`src/common/asp_pkg.sv`:
```
// How it works
// - characters shift out and in serially
// - one start bit, then 5 to 8 data bits
// - stop length 1, 1.5 or 2 bits
// - parity bit between last data and stop
// - even, odd or no parity; receiver checks
// - both ends share one frame setup
// - rts enables line driver, else tri-state
// - drive the line only while sending
// - two-wire mode never sends and receives together
// - four-wire mode sends and receives concurrently
package asp_pkg;
   localparam int unsigned ASP_CLK_HZ = 100_000_000;
   localparam int unsigned ASP_BAUD_DEF = 9600;
   localparam logic [15:0] ASP_HALF_DEF =
      16'(ASP_CLK_HZ / (2 * ASP_BAUD_DEF));
   localparam logic [4:0] ASP_REG_CTRL = 5'h00;
   localparam logic [4:0] ASP_REG_BAUD = 5'h04;
   localparam logic [4:0] ASP_REG_TXDATA = 5'h08;
   localparam logic [4:0] ASP_REG_RXDATA = 5'h0c;
   localparam logic [4:0] ASP_REG_STAT = 5'h10;
   localparam logic [4:0] ASP_REG_MASK = 5'h14;
   localparam logic [4:0] ASP_REG_LINE = 5'h18;
   localparam logic [4:0] ASP_REG_ERRCNT = 5'h1c;
   localparam logic [7:0] ASP_CTRL_RST = 8'h83;
   localparam logic [5:0] ASP_MASK_RST = 6'h00;
   localparam int ASP_ST_TXDONE = 0;
   localparam int ASP_ST_RXRDY = 1;
   localparam int ASP_ST_PERR = 2;
   localparam int ASP_ST_FERR = 3;
   localparam int ASP_ST_OVR = 4;
   localparam int ASP_ST_BRK = 5;
   localparam logic [1:0] ASP_PAR_EVEN = 2'h1;
   localparam logic [1:0] ASP_PAR_ODD = 2'h2;
   typedef struct packed {
      logic rx_en;
      logic four_wire;
      logic [1:0] stop;
      logic [1:0] par;
      logic [1:0] dbits;
   } asp_cfg_t;
   typedef enum logic [4:0] {
      ASP_S_IDLE = 5'b00001,
      ASP_S_START = 5'b00010,
      ASP_S_DATA = 5'b00100,
      ASP_S_PAR = 5'b01000,
      ASP_S_STOP = 5'b10000
   } asp_state_t;
   function automatic logic [3:0] asp_nbits(asp_cfg_t c);
      return 4'h5 + {2'h0, c.dbits};
   endfunction : asp_nbits
   function automatic logic asp_par_on(asp_cfg_t c);
      return (c.par == ASP_PAR_EVEN) || (c.par == ASP_PAR_ODD);
   endfunction : asp_par_on
   // stop length in half bits, minus one
   function automatic logic [1:0] asp_stop_h(asp_cfg_t c);
      return (c.stop == 2'h0) ? 2'h1 : (c.stop == 2'h1) ? 2'h2 : 2'h3;
   endfunction : asp_stop_h
   function automatic logic [7:0] asp_mask(logic [7:0] d, asp_cfg_t c);
      return d & (8'hff >> (2'h3 - c.dbits));
   endfunction : asp_mask
   function automatic logic asp_par(logic [7:0] d, asp_cfg_t c);
      return (c.par == ASP_PAR_ODD) ? ~(^asp_mask(d, c)) : ^asp_mask(d, c);
   endfunction : asp_par
   function automatic logic [31:0] asp_be(logic [31:0] o, logic [31:0] n,
                                          logic [3:0] be);
      logic [31:0] r;
      r = o;
      for (int i = 0; i < 4; i++) begin
         if (be[i]) begin
            r[8*i +: 8] = n[8*i +: 8];
         end
      end
      return r;
   endfunction : asp_be
endpackage : asp_pkg

```
`src/hdl/asp_uart.sv`:
```
// Added by the designer: register access over Avalon-MM and the placing of the registers.
`timescale 1ns/1ps
`default_nettype none
module asp_uart import asp_pkg::*; #(
   parameter logic [15:0] HALF_DIV = ASP_HALF_DEF
) (
   input wire logic clk_in,
   input wire logic rst_b_in,
   input wire logic [4:0] avs_address_in,
   input wire logic avs_read_in,
   input wire logic avs_write_in,
   input wire logic [31:0] avs_writedata_in,
   input wire logic [3:0] avs_byteenable_in,
   output logic [31:0] avs_readdata_out,
   output logic avs_waitrequest_out,
   input wire logic rxd_in,
   output logic txd_out,
   output logic txd_oe_out,
   output logic rts_out,
   output logic irq_out
);
   ////////////////////////////////////////////////////////////////
   // state and wires

   asp_cfg_t ctrl_r;
   logic [15:0] baud_r;
   logic [5:0] stat_r;
   logic [5:0] stat_nxt;
   logic [5:0] mask_r;
   logic [7:0] rxbuf_r;
   logic rxfull_r;
   logic rts_r;
   logic wait_r;
   logic [31:0] rdata_r;
   logic [7:0] errcnt_r;
   logic [23:0] low_r;
   logic brk_seen_r;
   logic irq_r;

   logic req;
   logic hold;
   logic issue;
   logic fire;
   logic wr_fire;
   logic rd_fire;
   logic tx_start;
   logic rx_gate;
   logic [31:0] wmerged;
   logic [31:0] rmux;
   logic [5:0] events;
   logic [5:0] w1c;
   logic [15:0] frame_len;
   logic brk_at;

   logic tx_busy;
   logic tx_done;
   logic tx_line;
   logic [7:0] rx_data;
   logic rx_valid;
   logic rx_perr;
   logic rx_ferr;
   logic rx_busy;

   ////////////////////////////////////////////////////////////////
   // bus handshake

   // request present
   assign req = avs_read_in | avs_write_in;

   // a char write stalls while the line cannot take it
   assign hold = avs_write_in && (avs_address_in == ASP_REG_TXDATA) &&
                 (tx_busy || rts_r ||
                  (!ctrl_r.four_wire && rx_busy));

   // answer prepared when request seen
   assign issue = req && wait_r && !hold;

   // edge where master sees wait low
   assign fire = req && !wait_r;
   assign wr_fire = fire && avs_write_in;
   assign rd_fire = fire && avs_read_in;

   // byte-lane merge
   assign wmerged = asp_be(rmux, avs_writedata_in, avs_byteenable_in);

   // wait low one cycle per access
   always_ff @(posedge clk_in or negedge rst_b_in) begin
      if (!rst_b_in) begin
         wait_r <= 1'b1;
      end else begin
         wait_r <= !issue;
      end
   end

   // read data with the answer
   always_ff @(posedge clk_in or negedge rst_b_in) begin
      if (!rst_b_in) begin
         rdata_r <= 32'h0000_0000;
      end else if (issue && avs_read_in) begin
         rdata_r <= rmux;
      end
   end

   ////////////////////////////////////////////////////////////////
   // register read mux

   // unmapped reads zero
   always_comb begin
      rmux = 32'h0000_0000;
      case (avs_address_in)
         ASP_REG_CTRL: begin
            rmux[7:0] = ctrl_r;
         end
         ASP_REG_BAUD: begin
            rmux[15:0] = baud_r;
         end
         ASP_REG_RXDATA: begin
            rmux[7:0] = rxbuf_r;
         end
         ASP_REG_STAT: begin
            rmux[5:0] = stat_r;
         end
         ASP_REG_MASK: begin
            rmux[5:0] = mask_r;
         end
         ASP_REG_LINE: begin
            rmux[4:0] = {rxd_in, rxfull_r, rts_r, rx_busy, tx_busy};
         end
         ASP_REG_ERRCNT: begin
            rmux[7:0] = errcnt_r;
         end
         default: begin
            rmux = 32'h0000_0000;
         end
      endcase
   end

   ////////////////////////////////////////////////////////////////
   // configuration registers

   // frame format and wiring mode
   always_ff @(posedge clk_in or negedge rst_b_in) begin
      if (!rst_b_in) begin
         ctrl_r <= ASP_CTRL_RST;
      end else if (wr_fire && avs_address_in == ASP_REG_CTRL) begin
         ctrl_r <= wmerged[7:0];
      end
   end

   // half-bit divisor; zero is kept at one
   always_ff @(posedge clk_in or negedge rst_b_in) begin
      if (!rst_b_in) begin
         baud_r <= HALF_DIV;
      end else if (wr_fire && avs_address_in == ASP_REG_BAUD) begin
         baud_r <= (wmerged[15:0] == 16'h0000) ? 16'h0001
                   : wmerged[15:0];
      end
   end

   // interrupt mask
   always_ff @(posedge clk_in or negedge rst_b_in) begin
      if (!rst_b_in) begin
         mask_r <= ASP_MASK_RST;
      end else if (wr_fire && avs_address_in == ASP_REG_MASK) begin
         mask_r <= wmerged[5:0];
      end
   end

   ////////////////////////////////////////////////////////////////
   // transmit path

   // char write starts a frame
   assign tx_start = wr_fire && (avs_address_in == ASP_REG_TXDATA);

   // driver on from start to last stop
   always_ff @(posedge clk_in or negedge rst_b_in) begin
      if (!rst_b_in) begin
         rts_r <= 1'b0;
      end else begin
         rts_r <= tx_start || (tx_busy && !tx_done);
      end
   end

   assign txd_out = tx_line;
   assign txd_oe_out = rts_r; // tri-state when idle
   assign rts_out = rts_r;

   asp_tx u_tx (
      .clk_in(clk_in),
      .rst_b_in(rst_b_in),
      .start_in(tx_start),
      .data_in(avs_writedata_in[7:0]),
      .cfg_in(ctrl_r),
      .div_in(baud_r),
      .txd_out(tx_line),
      .busy_out(tx_busy),
      .done_out(tx_done)
   );

   ////////////////////////////////////////////////////////////////
   // receive path

   // two-wire: echo ignored while sending
   assign rx_gate = ctrl_r.rx_en &&
                    (ctrl_r.four_wire || !rts_r);

   asp_rx u_rx (
      .clk_in(clk_in),
      .rst_b_in(rst_b_in),
      .en_in(rx_gate),
      .rxd_in(rxd_in),
      .cfg_in(ctrl_r),
      .div_in(baud_r),
      .data_out(rx_data),
      .valid_out(rx_valid),
      .perr_out(rx_perr),
      .ferr_out(rx_ferr),
      .busy_out(rx_busy)
   );

   // holding register; new char wins
   always_ff @(posedge clk_in or negedge rst_b_in) begin
      if (!rst_b_in) begin
         rxbuf_r <= 8'h00;
         rxfull_r <= 1'b0;
      end else if (rx_valid) begin
         rxbuf_r <= rx_data;
         rxfull_r <= 1'b1;
      end else if (rd_fire && avs_address_in == ASP_REG_RXDATA) begin
         rxfull_r <= 1'b0;
      end
   end

   // saturating bad-frame count
   always_ff @(posedge clk_in or negedge rst_b_in) begin
      if (!rst_b_in) begin
         errcnt_r <= 8'h00;
      end else if (rx_valid && (rx_perr || rx_ferr) &&
                   errcnt_r != 8'hff) begin
         errcnt_r <= errcnt_r + 8'h01;
      end else if (wr_fire && avs_address_in == ASP_REG_ERRCNT) begin
         errcnt_r <= 8'h00;
      end
   end

   ////////////////////////////////////////////////////////////////
   // break detection

   // half bits in a longest frame
   assign frame_len = 16'd24;
   assign brk_at = (low_r == 24'(frame_len) * 24'(baud_r));

   // space longer than a frame is a break
   always_ff @(posedge clk_in or negedge rst_b_in) begin
      if (!rst_b_in) begin
         low_r <= 24'h000000;
         brk_seen_r <= 1'b0;
      end else if (rxd_in || !rx_gate) begin
         low_r <= 24'h000000;
         brk_seen_r <= 1'b0;
      end else if (low_r != 24'hffffff) begin
         low_r <= low_r + 24'h000001;
         if (brk_at) begin
            brk_seen_r <= 1'b1;
         end
      end
   end

   ////////////////////////////////////////////////////////////////
   // status and interrupt

   // events this cycle
   always_comb begin
      events = 6'h00;
      events[ASP_ST_TXDONE] = tx_done;
      events[ASP_ST_RXRDY] = rx_valid;
      events[ASP_ST_PERR] = rx_valid && rx_perr;
      events[ASP_ST_FERR] = rx_valid && rx_ferr;
      events[ASP_ST_OVR] = rx_valid && rxfull_r &&
                           !(rd_fire &&
                             avs_address_in == ASP_REG_RXDATA);
      events[ASP_ST_BRK] = brk_at && !brk_seen_r;
   end

   // write-one-to-clear strobes
   assign w1c = (wr_fire && avs_address_in == ASP_REG_STAT &&
                 avs_byteenable_in[0]) ? avs_writedata_in[5:0] : 6'h00;

   // set wins over clear
   assign stat_nxt = (stat_r & ~w1c) | events;

   always_ff @(posedge clk_in or negedge rst_b_in) begin
      if (!rst_b_in) begin
         stat_r <= 6'h00;
      end else begin
         stat_r <= stat_nxt;
      end
   end

   // level interrupt while an unmasked bit is set
   always_ff @(posedge clk_in or negedge rst_b_in) begin
      if (!rst_b_in) begin
         irq_r <= 1'b0;
      end else begin
         irq_r <= |(stat_nxt & mask_r);
      end
   end

   ////////////////////////////////////////////////////////////////
   // outputs

   assign avs_waitrequest_out = wait_r;
   assign avs_readdata_out = rdata_r;
   assign irq_out = irq_r;

endmodule : asp_uart
`default_nettype wire

```
`src/hdl/asp_tx.sv`:
```
`timescale 1ns/1ps
`default_nettype none
module asp_tx import asp_pkg::*; (
   input wire logic clk_in,
   input wire logic rst_b_in,
   input wire logic start_in,
   input wire logic [7:0] data_in,
   input wire asp_cfg_t cfg_in,
   input wire logic [15:0] div_in,
   output logic txd_out,
   output logic busy_out,
   output logic done_out
);
   asp_state_t state_r;
   logic [15:0] tmr_r;
   logic [1:0] half_r;
   logic [3:0] bitn_r;
   logic [7:0] sh_r;
   logic par_r;
   // frame sequencer, half-bit timed
   always_ff @(posedge clk_in or negedge rst_b_in) begin
      if (!rst_b_in) begin
         state_r <= ASP_S_IDLE;
         txd_out <= 1'b1;
         busy_out <= 1'b0;
         done_out <= 1'b0;
         tmr_r <= 16'h0000;
         half_r <= 2'h0;
         bitn_r <= 4'h0;
         sh_r <= 8'h00;
         par_r <= 1'b0;
      end else begin
         done_out <= 1'b0;
         if (state_r == ASP_S_IDLE) begin
            if (start_in) begin
               sh_r <= data_in;
               par_r <= asp_par(data_in, cfg_in);
               txd_out <= 1'b0; // start at space
               busy_out <= 1'b1;
               tmr_r <= div_in - 16'h0001;
               half_r <= 2'h1;
               state_r <= ASP_S_START;
            end
         end else if (tmr_r != 16'h0000) begin
            tmr_r <= tmr_r - 16'h0001;
         end else begin
            tmr_r <= div_in - 16'h0001;
            if (half_r != 2'h0) begin
               half_r <= half_r - 2'h1;
            end else begin
               half_r <= 2'h1;
               case (state_r)
                  ASP_S_START, ASP_S_DATA: begin
                     if (state_r == ASP_S_DATA &&
                         bitn_r == asp_nbits(cfg_in)) begin
                        if (asp_par_on(cfg_in)) begin
                           txd_out <= par_r;
                           state_r <= ASP_S_PAR;
                        end else begin
                           txd_out <= 1'b1;
                           half_r <= asp_stop_h(cfg_in);
                           state_r <= ASP_S_STOP;
                        end
                     end else begin
                        txd_out <= sh_r[0]; // lsb first
                        sh_r <= sh_r >> 1;
                        bitn_r <= (state_r == ASP_S_START) ? 4'h1
                                  : bitn_r + 4'h1;
                        state_r <= ASP_S_DATA;
                     end
                  end
                  ASP_S_PAR: begin
                     txd_out <= 1'b1; // stop at mark
                     half_r <= asp_stop_h(cfg_in);
                     state_r <= ASP_S_STOP;
                  end
                  default: begin
                     busy_out <= 1'b0;
                     done_out <= 1'b1;
                     state_r <= ASP_S_IDLE;
                  end
               endcase
            end
         end
      end
   end
endmodule : asp_tx
`default_nettype wire

```
`src/hdl/asp_rx.sv`:
```
`timescale 1ns/1ps
`default_nettype none
module asp_rx import asp_pkg::*; (
   input wire logic clk_in,
   input wire logic rst_b_in,
   input wire logic en_in,
   input wire logic rxd_in,
   input wire asp_cfg_t cfg_in,
   input wire logic [15:0] div_in,
   output logic [7:0] data_out,
   output logic valid_out,
   output logic perr_out,
   output logic ferr_out,
   output logic busy_out
);
   asp_state_t state_r;
   logic [15:0] tmr_r;
   logic half_r;
   logic [3:0] bitn_r;
   logic [7:0] sh_r;
   logic pbit_r;
   logic rxd_q_r;
   logic [17:0] tail_r;
   logic [7:0] word;
   assign word = sh_r >> (2'h3 - cfg_in.dbits);
   // busy until the far stop bit is over
   assign busy_out = (state_r != ASP_S_IDLE) || valid_out ||
                     (tail_r != 18'h0);
   // mid-bit sampler
   always_ff @(posedge clk_in or negedge rst_b_in) begin
      if (!rst_b_in) begin
         state_r <= ASP_S_IDLE;
         tmr_r <= 16'h0000;
         half_r <= 1'b0;
         bitn_r <= 4'h0;
         sh_r <= 8'h00;
         pbit_r <= 1'b0;
         rxd_q_r <= 1'b1;
         tail_r <= 18'h0;
         data_out <= 8'h00;
         valid_out <= 1'b0;
         perr_out <= 1'b0;
         ferr_out <= 1'b0;
      end else begin
         valid_out <= 1'b0;
         rxd_q_r <= rxd_in;
         if (valid_out) begin
            tail_r <= 18'(div_in) * 18'(asp_stop_h(cfg_in));
         end else if (tail_r != 18'h0) begin
            tail_r <= tail_r - 18'h1;
         end
         if (!en_in) begin
            state_r <= ASP_S_IDLE;
         end else if (state_r == ASP_S_IDLE) begin
            if (rxd_q_r && !rxd_in) begin // mark to space
               tmr_r <= div_in - 16'h0001;
               half_r <= 1'b0;
               state_r <= ASP_S_START;
            end
         end else if (tmr_r != 16'h0000) begin
            tmr_r <= tmr_r - 16'h0001;
         end else begin
            tmr_r <= div_in - 16'h0001;
            if (half_r) begin
               half_r <= 1'b0;
            end else begin
               half_r <= 1'b1;
               case (state_r)
                  ASP_S_START: begin
                     bitn_r <= 4'h0;
                     state_r <= rxd_in ? ASP_S_IDLE : ASP_S_DATA;
                  end
                  ASP_S_DATA: begin
                     sh_r <= {rxd_in, sh_r[7:1]}; // lsb first
                     bitn_r <= bitn_r + 4'h1;
                     if (bitn_r + 4'h1 == asp_nbits(cfg_in)) begin
                        state_r <= asp_par_on(cfg_in) ? ASP_S_PAR
                                   : ASP_S_STOP;
                     end
                  end
                  ASP_S_PAR: begin
                     pbit_r <= rxd_in;
                     state_r <= ASP_S_STOP;
                  end
                  default: begin
                     data_out <= word;
                     valid_out <= 1'b1;
                     ferr_out <= !rxd_in;
                     perr_out <= asp_par_on(cfg_in) &&
                                 (pbit_r != asp_par(word, cfg_in));
                     state_r <= ASP_S_IDLE;
                  end
               endcase
            end
         end
      end
   end
endmodule : asp_rx
`default_nettype wire

```
`config.mk`:
```
export PLATFORM = sky130hd
export DESIGN_NAME = asp_uart
export DESIGN_NICKNAME = d
export VERILOG_FILES = /design/src/common/asp_pkg.sv /design/src/hdl/asp_uart.sv /design/src/hdl/asp_tx.sv /design/src/hdl/asp_rx.sv
export SDC_FILE = /design/constraint.sdc
export NUM_CORES = 1
export LEC_CHECK = 0
export BUFFER_PORTS_ARGS = -buffer_cell sky130_fd_sc_hd__buf_2
export CORE_MARGIN = 3
export CORE_UTILIZATION = 30
export CTS_CLUSTER_DIAMETER = 150
export DETAILED_ROUTE_END_ITERATION = 16
export GPL_TIMING_DRIVEN = 0
export PLACE_DENSITY = 0.52
export SLEW_MARGIN = 0
export SYNTH_ARGS = -nofsm -noshare
export SYNTH_HDL_FRONTEND = slang
export SYNTH_SLANG_ARGS = --single-unit
```
`constraint.sdc`:
```
create_clock -name clk_in -period 3.9 [get_ports clk_in]
set_input_delay 0.585 -clock clk_in [delete_from_list [all_inputs] [get_ports clk_in]]
set_output_delay 0.585 -clock clk_in [all_outputs]
set_load 0.02 [all_outputs]
```
* Yosys cells after proc, flatten, opt, wreduce, memory -nomap -nowiden
Cells that the tools add are included.
** Storage, ports and cells
- Register bits after elaboration :: 201
- Latch bits :: 0
- RAM bits :: 0
- Bits in read-only memories :: 0
- Input bits :: 46
- Output and inout port bits :: 37
- Logic and storage cells :: 274
- Memories kept :: 0
** Cells by class
- Add/subtract/negate cells :: 11
- $mul :: 2
- Divide/modulo/power cells :: 0
- Magnitude comparators :: 0
- Equal/unequal tests :: 36
- Shifts and indexed selects :: 2
- Multiplexer cells :: 84
- Bitwise logic cells :: 17
- Reductions and logical operators :: 84
** Operator list (number)
- $mux W16 :: 7
- $mux W8 :: 11
- $mux W5 :: 12
- $mux W24 :: 2
- $sub A16 B1 Y16 const B :: 3
- $mux W18 :: 2
- $pmux W5 S7 :: 1
- $mux W1 :: 32
- $reduce_bool A16 Y1 :: 2
- $reduce_and A5 Y1 :: 6
- $logic_and A1 B1 Y1 :: 29
- $add A24 B1 Y24 const B :: 1
- $eq A24 B21 Y1 :: 1
- $ne A24 B24 Y1 const B :: 1
- $eq A5 B4 Y1 const B :: 4
- $eq A5 B5 Y1 const B :: 4
- $mul A16 B2 Y18 :: 1
- $mul A2 B16 Y18 const A :: 1
- $reduce_bool A18 Y1 :: 1
- $sub A18 B1 Y18 const B :: 1
- $and A8 B8 Y8 :: 2
- $logic_not A16 Y1 :: 1
- $reduce_bool A2 Y1 :: 8
- $reduce_xor A8 Y1 :: 2
- 47 further kinds :: 101

* Logic depth before layout (Yosys ltp)
- Word-level depth :: 11
- Mapped depth :: 13

* By module
A second synthesis with hierarchy kept.
** Unflattened totals
- Cells, all modules :: 1467
- Area total of the unflattened synthesis :: 13434.1 um^2
** By module, submodules not included
- asp_uart :: instances 1, cells each 615, area each 5814.3 um^2, sequential area each 2438.6 um^2
- asp_rx :: instances 1, cells each 563, area each 4947.2 um^2, sequential area each 1629.1 um^2
- asp_tx :: instances 1, cells each 289, area each 2672.6 um^2, sequential area each 978.4 um^2

* Least setup slack after synthesis
OpenSTA, ideal clock, no wires.
- Path kind :: register to register
- From :: register ctrl_r[0] (netlist name)
- To :: register u_tx.sh_r[6]
- Library setup time :: 0.124 ns
- Arrival time :: 2.953 ns
- Slack :: 0.824 ns
- Stages on the path, launching flop included :: 14
- Path through :: dfstp_2 clkbuf_1 buf_1 inv_1 ha_1 xor2_1 nand3b_1 nor3b_1 nor3_4 or2_1 buf_6 buf_8 nor2_2 a21oi_2
** Between the ends
- Cells in the longest elaborated chain, start to end :: 5
** Ends and longest elaborated chain
- start: declaration :: RTL line asp_uart.sv:25 : asp_cfg_t ctrl_r;
- start signal: assignment :: RTL line asp_uart.sv:146 : ctrl_r <= wmerged[7:0];
- $add A3 B2 Y4 :: RTL line asp_pkg.sv:50 : return 4'h5 + {2'h0, c.dbits};
- $eq A4 B4 Y1 :: RTL line asp_tx.sv:55 : bitn_r == asp_nbits(cfg_in)) begin
- $logic_and A1 B1 Y1 :: RTL line asp_tx.sv:54 : if (state_r == ASP_S_DATA &&
- $ne A2 B1 Y1 (no source line)
- $reduce_and A5 Y1 (no source line)
- end signal: assignment :: RTL line asp_tx.sv:36 : sh_r <= data_in;
- end signal: assignment :: RTL line asp_tx.sv:66 : sh_r <= sh_r >> 1;
- end: declaration :: RTL line asp_tx.sv:18 : logic [7:0] sh_r;
Every way passes these cells.
A chain may end at the register's enable or synchronous reset.

* Worst setup path in the final report
- From :: register ctrl_r[5] (netlist name)
- To :: register u_rx.tail_r[10]
** Between the ends
- Cells in the longest elaborated chain, start to end :: 5
- Elaborated cells between the ends (all ways) :: 6
- Those cells by class :: mul: 1; eq/ne: 1; mux: 3; reduce/logical: 1
** Ends and longest elaborated chain
- $eq A2 B1 Y1 :: RTL line asp_pkg.sv:57 : return (c.stop == 2'h0) ? 2'h1 : (c.stop == 2'h1) ? 2'h2 : 2'h3;
- $mux W1 :: RTL line asp_pkg.sv:57
- $mux W2 (*) :: RTL line asp_pkg.sv:57
- $mul A16 B2 Y18 (*) :: RTL line asp_rx.sv:48 : tail_r <= 18'(div_in) * 18'(asp_stop_h(cfg_in));
- $mux W18 (*) :: RTL line asp_rx.sv:47 : if (valid_out) begin
- end signal: assignment :: RTL line asp_rx.sv:48
- end signal: assignment :: RTL line asp_rx.sv:50 : tail_r <= tail_r - 18'h1;
- end: declaration :: RTL line asp_rx.sv:23 : logic [17:0] tail_r;
Mark *: on every way between the ends. The rest lies on a longest branch, timed or not.

==> results_dict.tcl <==
set metrics [dict create \
    fmax_mhz 281 \
    grt_setup_unrepaired "no" \
    globalplace.congestion 0.860 \
    clock_skew_ns 0.0354 \
    dieArea_um2 46000 \
    grtUsageTotal_pct 16.4 \
    grt-ovfl-total 0 \
    maxSlewHeadroom_pct 21.8 \
    numCtsBuffers 25 \
    pin_count 83 \
    slowest_stage "dfrtp_1" \
    worstPathCellList "nand2b_1 -> clkbuf_1 -> nand2_1 -> inv_1 -> ha_1 -> a21o_1 -> a211oi_1 -> o21bai_1 -> or3_1 -> a31o_2 -> a21oi_1 -> xor2_1 -> a211oi_1" \
    wl_per_cell_um 17.7 \
    r2r_end "u_rx.tail_r[10]" \
    postSynthAreaPerCell_um2 8.79 \
    status "complete, no violations" \
    r2r_cells 13 \
    nFillCells 4426 \
    holdBufCountCts 0 \
    antenna_found_initial 0 \
    dp_hpwl_um 28600 \
    slew_viol_final 0 \
    drive_gt1_share_pct 12.3 \
    register_area_um2 5050 \
    final_cell_area_um2 15100 \
    htree_num_levels 1 \
    power.leakage_nw 6.55 \
    instances_no_fill 2168 \
    max_slew.worst_pin.slew_ns 1.16 \
    clk_pin_slew_ns 0.06 \
    path_class "flip-flop to flip-flop" \
    period_needed_ns 3.56 \
    cts_sinks 201 \
    syn-cell-area_um2 13100 \
    grt_max_degree 112 \
    synth.yosys.seq_area_share_pct 38.7 \
    rows 75 \
    cts_tree "built" \
    vias_per_cell 5.09 \
    cp-start-kind "flip-flop" \
    cp.required_ns 4.30 \
    die_x_um 215 \
    cts_setup_buffers 0 \
    io_buffers 45 \
    hold_violations 0 \
    period_share_pct 91.3 \
    insertedDiodeCount 0 \
    core_um2 42400 \
    multi_input_area_um2 7510 \
    flow.area_growth_from_synthesis_pct 15.3 \
    first_iter_violations 603 \
    reg2reg_setup_slack_ns 0.34 \
    path_common_cell "a211oi_1" \
    detail-route-antenna-nets 0 \
    cts-root-buf "clkbuf_16" \
    cp.arrival_ns 3.96 \
    power.density_nw_per_um2 411 \
    ys_warn_count 0 \
    crit_fanout 10 \
    wirelength_um 38300 \
    async_flop_share_pct 100 \
    slowest_delay_ns 0.47 \
    min_path_type "input port to async pin" \
    cts_max_path_buffers 3 \
    setup_violations 0 \
    clk_latency_ns 0.57 \
    start_util_pct 30.8 \
    placed_cells 2122 \
    peakVddDrop_mv 0.307 \
    r2r-start "ctrl_r[5]" \
    synth.distinct_cells 86 \
    first_pass_iters 7 \
    worstSetupEndpointType "flip-flop" \
    placed_area_um2 14100 \
    die_h_um 215 \
    synthCells 1484 \
    synth_seq_cells 201 \
    grt_pass1_vias 11000 \
    drcViolationCount 0 \
    max-cap-violations 0 \
    vias 11000 \
    ys.flop_type "dfrtp_1" \
    grt_first_pass_wirelength_um 61700 \
    fin_nets 1681 \
    synth_enable_flop_cells 0 \
]
==> through the flow <==
step	power [W]	hold slack (ns)	setup WS [ns]	setup TNS [ns]	utilization (%)
after global routing	0.00648	0.0685	0.0380	0	35.5
final	0.00618	0.0233	0.339	0	35.5
after CTS	0.00626	0.0522	0.0386	0	35.5
after floorplan	0.00313	0.289	0.824	0	-
after global placement	0.00351	0.452	-1.41	-259.60	33.1
after detailed placement	0.00353	0.469	0.0813	0	33.2
==> where the power goes <==
| group | internal, W | switching, W | leakage, nW |
|---|---|---|---|
| logic | 0.000455 | 0.000696 | 3.47 |
| registers | 0.00220 | 0.000150 | 2.61 |
| clock network | 0.00168 | 0.00100 | 0.467 |
==> repair_timing <==
| item | in CTS | in global routing |
|---|---|---|
| gates resized for setup | 0 | 3 |
| setup endpoints to repair | 0 | 5 |
| hold endpoints to repair | 0 | 0 |
==> synthesized netlist by cell type (5+ instances only) <==
library cell / n / area [um^2]
dfrtp_1: 188 / 4700
nand2_1: 186 / 698
nor2_1: 145 / 544
o21ai_0: 114 / 571
a21oi_1: 74 / 370
xnor2_1: 65 / 569
ha_1: 61 / 763
clkbuf_1: 49 / 184
inv_1: 48 / 180
mux2_2: 43 / 484
nand3_1: 42 / 210
xor2_1: 42 / 368
nor3_1: 36 / 180
mux2i_1: 27 / 270
and2_1: 23 / 144
a211oi_1: 22 / 165
nor4_1: 19 / 119
buf_4: 17 / 128
nand4_1: 17 / 106
a21o_1: 15 / 113
and3_1: 14 / 87.6
nand2b_1: 14 / 87.6
dfstp_2: 13 / 342
or3_1: 13 / 81.3
nor2b_1: 12 / 75.1
o211ai_1: 12 / 90.1
nand3b_1: 11 / 82.6
a31oi_1: 10 / 62.6
a22o_1: 9 / 78.8
or2_2: 9 / 56.3
buf_1: 7 / 26.3
o31ai_1: 7 / 52.6
a21boi_0: 6 / 45.0
a22oi_1: 6 / 45.0
nor3b_1: 6 / 45.0
a32o_1: 5 / 50.1
o221ai_1: 5 / 43.8
o22ai_1: 5 / 31.3
==> cell families after synthesis <==
kind of cell	share of synthesized area (%)
xor+xnor	7.18
other cells	0.0287
fa+ha+maj	6.15
simple gates	21.2
buf+inv	4.24
compound gates	16.6
mux	5.95
flops	38.7
==> cell type report <==
cell class,count,area share [%]
Tap cell,577,4.80
Timing Repair Buffer,46,1.75
Multi-Input combinational cell,1173,49.9
Clock inverter,14,1.65
Buffer,76,2.46
Inverter,49,1.22
Clock buffer,32,4.66
Sequential cell,201,33.5
==> worst max-delay path by stage <==
| stage | depth (start not counted) | startpoint | slack, ns | to |
|---|---|---|---|---|
| 2_1_floorplan | 13 | ctrl_r[0] | 0.82 | u_tx.sh_r[6] |
| 3_3_place_gp | 1 | rst_b_in | -1.41 | u_rx.sh_r[7] |
| 3_5_place_dp | 11 | baud_r[0] | 0.08 | irq_out |
| 4_1_cts | 11 | baud_r[0] | 0.04 | irq_out |
| 5_1_grt | 13 | ctrl_r[5] | 0.04 | u_rx.tail_r[10] |
| 6_report | 13 | ctrl_r[5] | 0.34 | u_rx.tail_r[10] |
==> state kept, by name, summed over array words and instances (netlist names), 8 cells and up <==
signal and cells:
u_rx.tail_r 18, low_r 24, ctrl_r 8, u_tx.tmr_r 16, u_rx.data_out 8, avs_readdata_out 16, baud_r 16, errcnt_r 8
u_tx.sh_r 8, u_rx.sh_r 8, rxbuf_r 8, u_rx.tmr_r 16
==> per-layer routing <==
layer / share of wire [%] / GRT usage [%]
met2: 45 / 26.1
met1: 48 / 23.1
met3: 5.1 / 2.54
met5: 0 / 0
met4: 2.3 / 4.75
==> cell usage in the layout, fill, tap and decap left out, types with 12 or more instances in the layout <==
| cell | count |
|---|---|
| nand2_1 | 186 |
| inv_1 | 48 |
| nand4_1 | 17 |
| dfstp_2 | 13 |
| buf_4 | 17 |
| and3_1 | 14 |
| mux2_2 | 43 |
| and2_1 | 23 |
| or3_1 | 13 |
| xor2_1 | 42 |
| a21o_1 | 15 |
| nor4_1 | 18 |
| mux2i_1 | 27 |
| a21oi_1 | 74 |
| nor2b_1 | 12 |
| dfrtp_1 | 187 |
| nand2b_1 | 14 |
| nand3_1 | 42 |
| a211oi_1 | 22 |
| buf_2 | 45 |
| nor3_1 | 36 |
| xnor2_1 | 65 |
| clkbuf_16 | 25 |
| nor2_1 | 145 |
| ha_1 | 61 |
| o21ai_0 | 114 |
| clkbuf_1 | 51 |
| o211ai_1 | 12 |
| conb_1 | 16 |
==> critical path, delay by kind of cell, from the launching register on <==
kind,cells,cell delay [ns]
buffers and inverters,2,0.45
and+or+nand+nor,3,0.88
xor gates and xnor gates,1,0.27
DFF,1,0.47
adders and majority gates,1,0.21
AOI/OAI and AO/OA,6,1.12
Power figures use the tool's default switching activity.
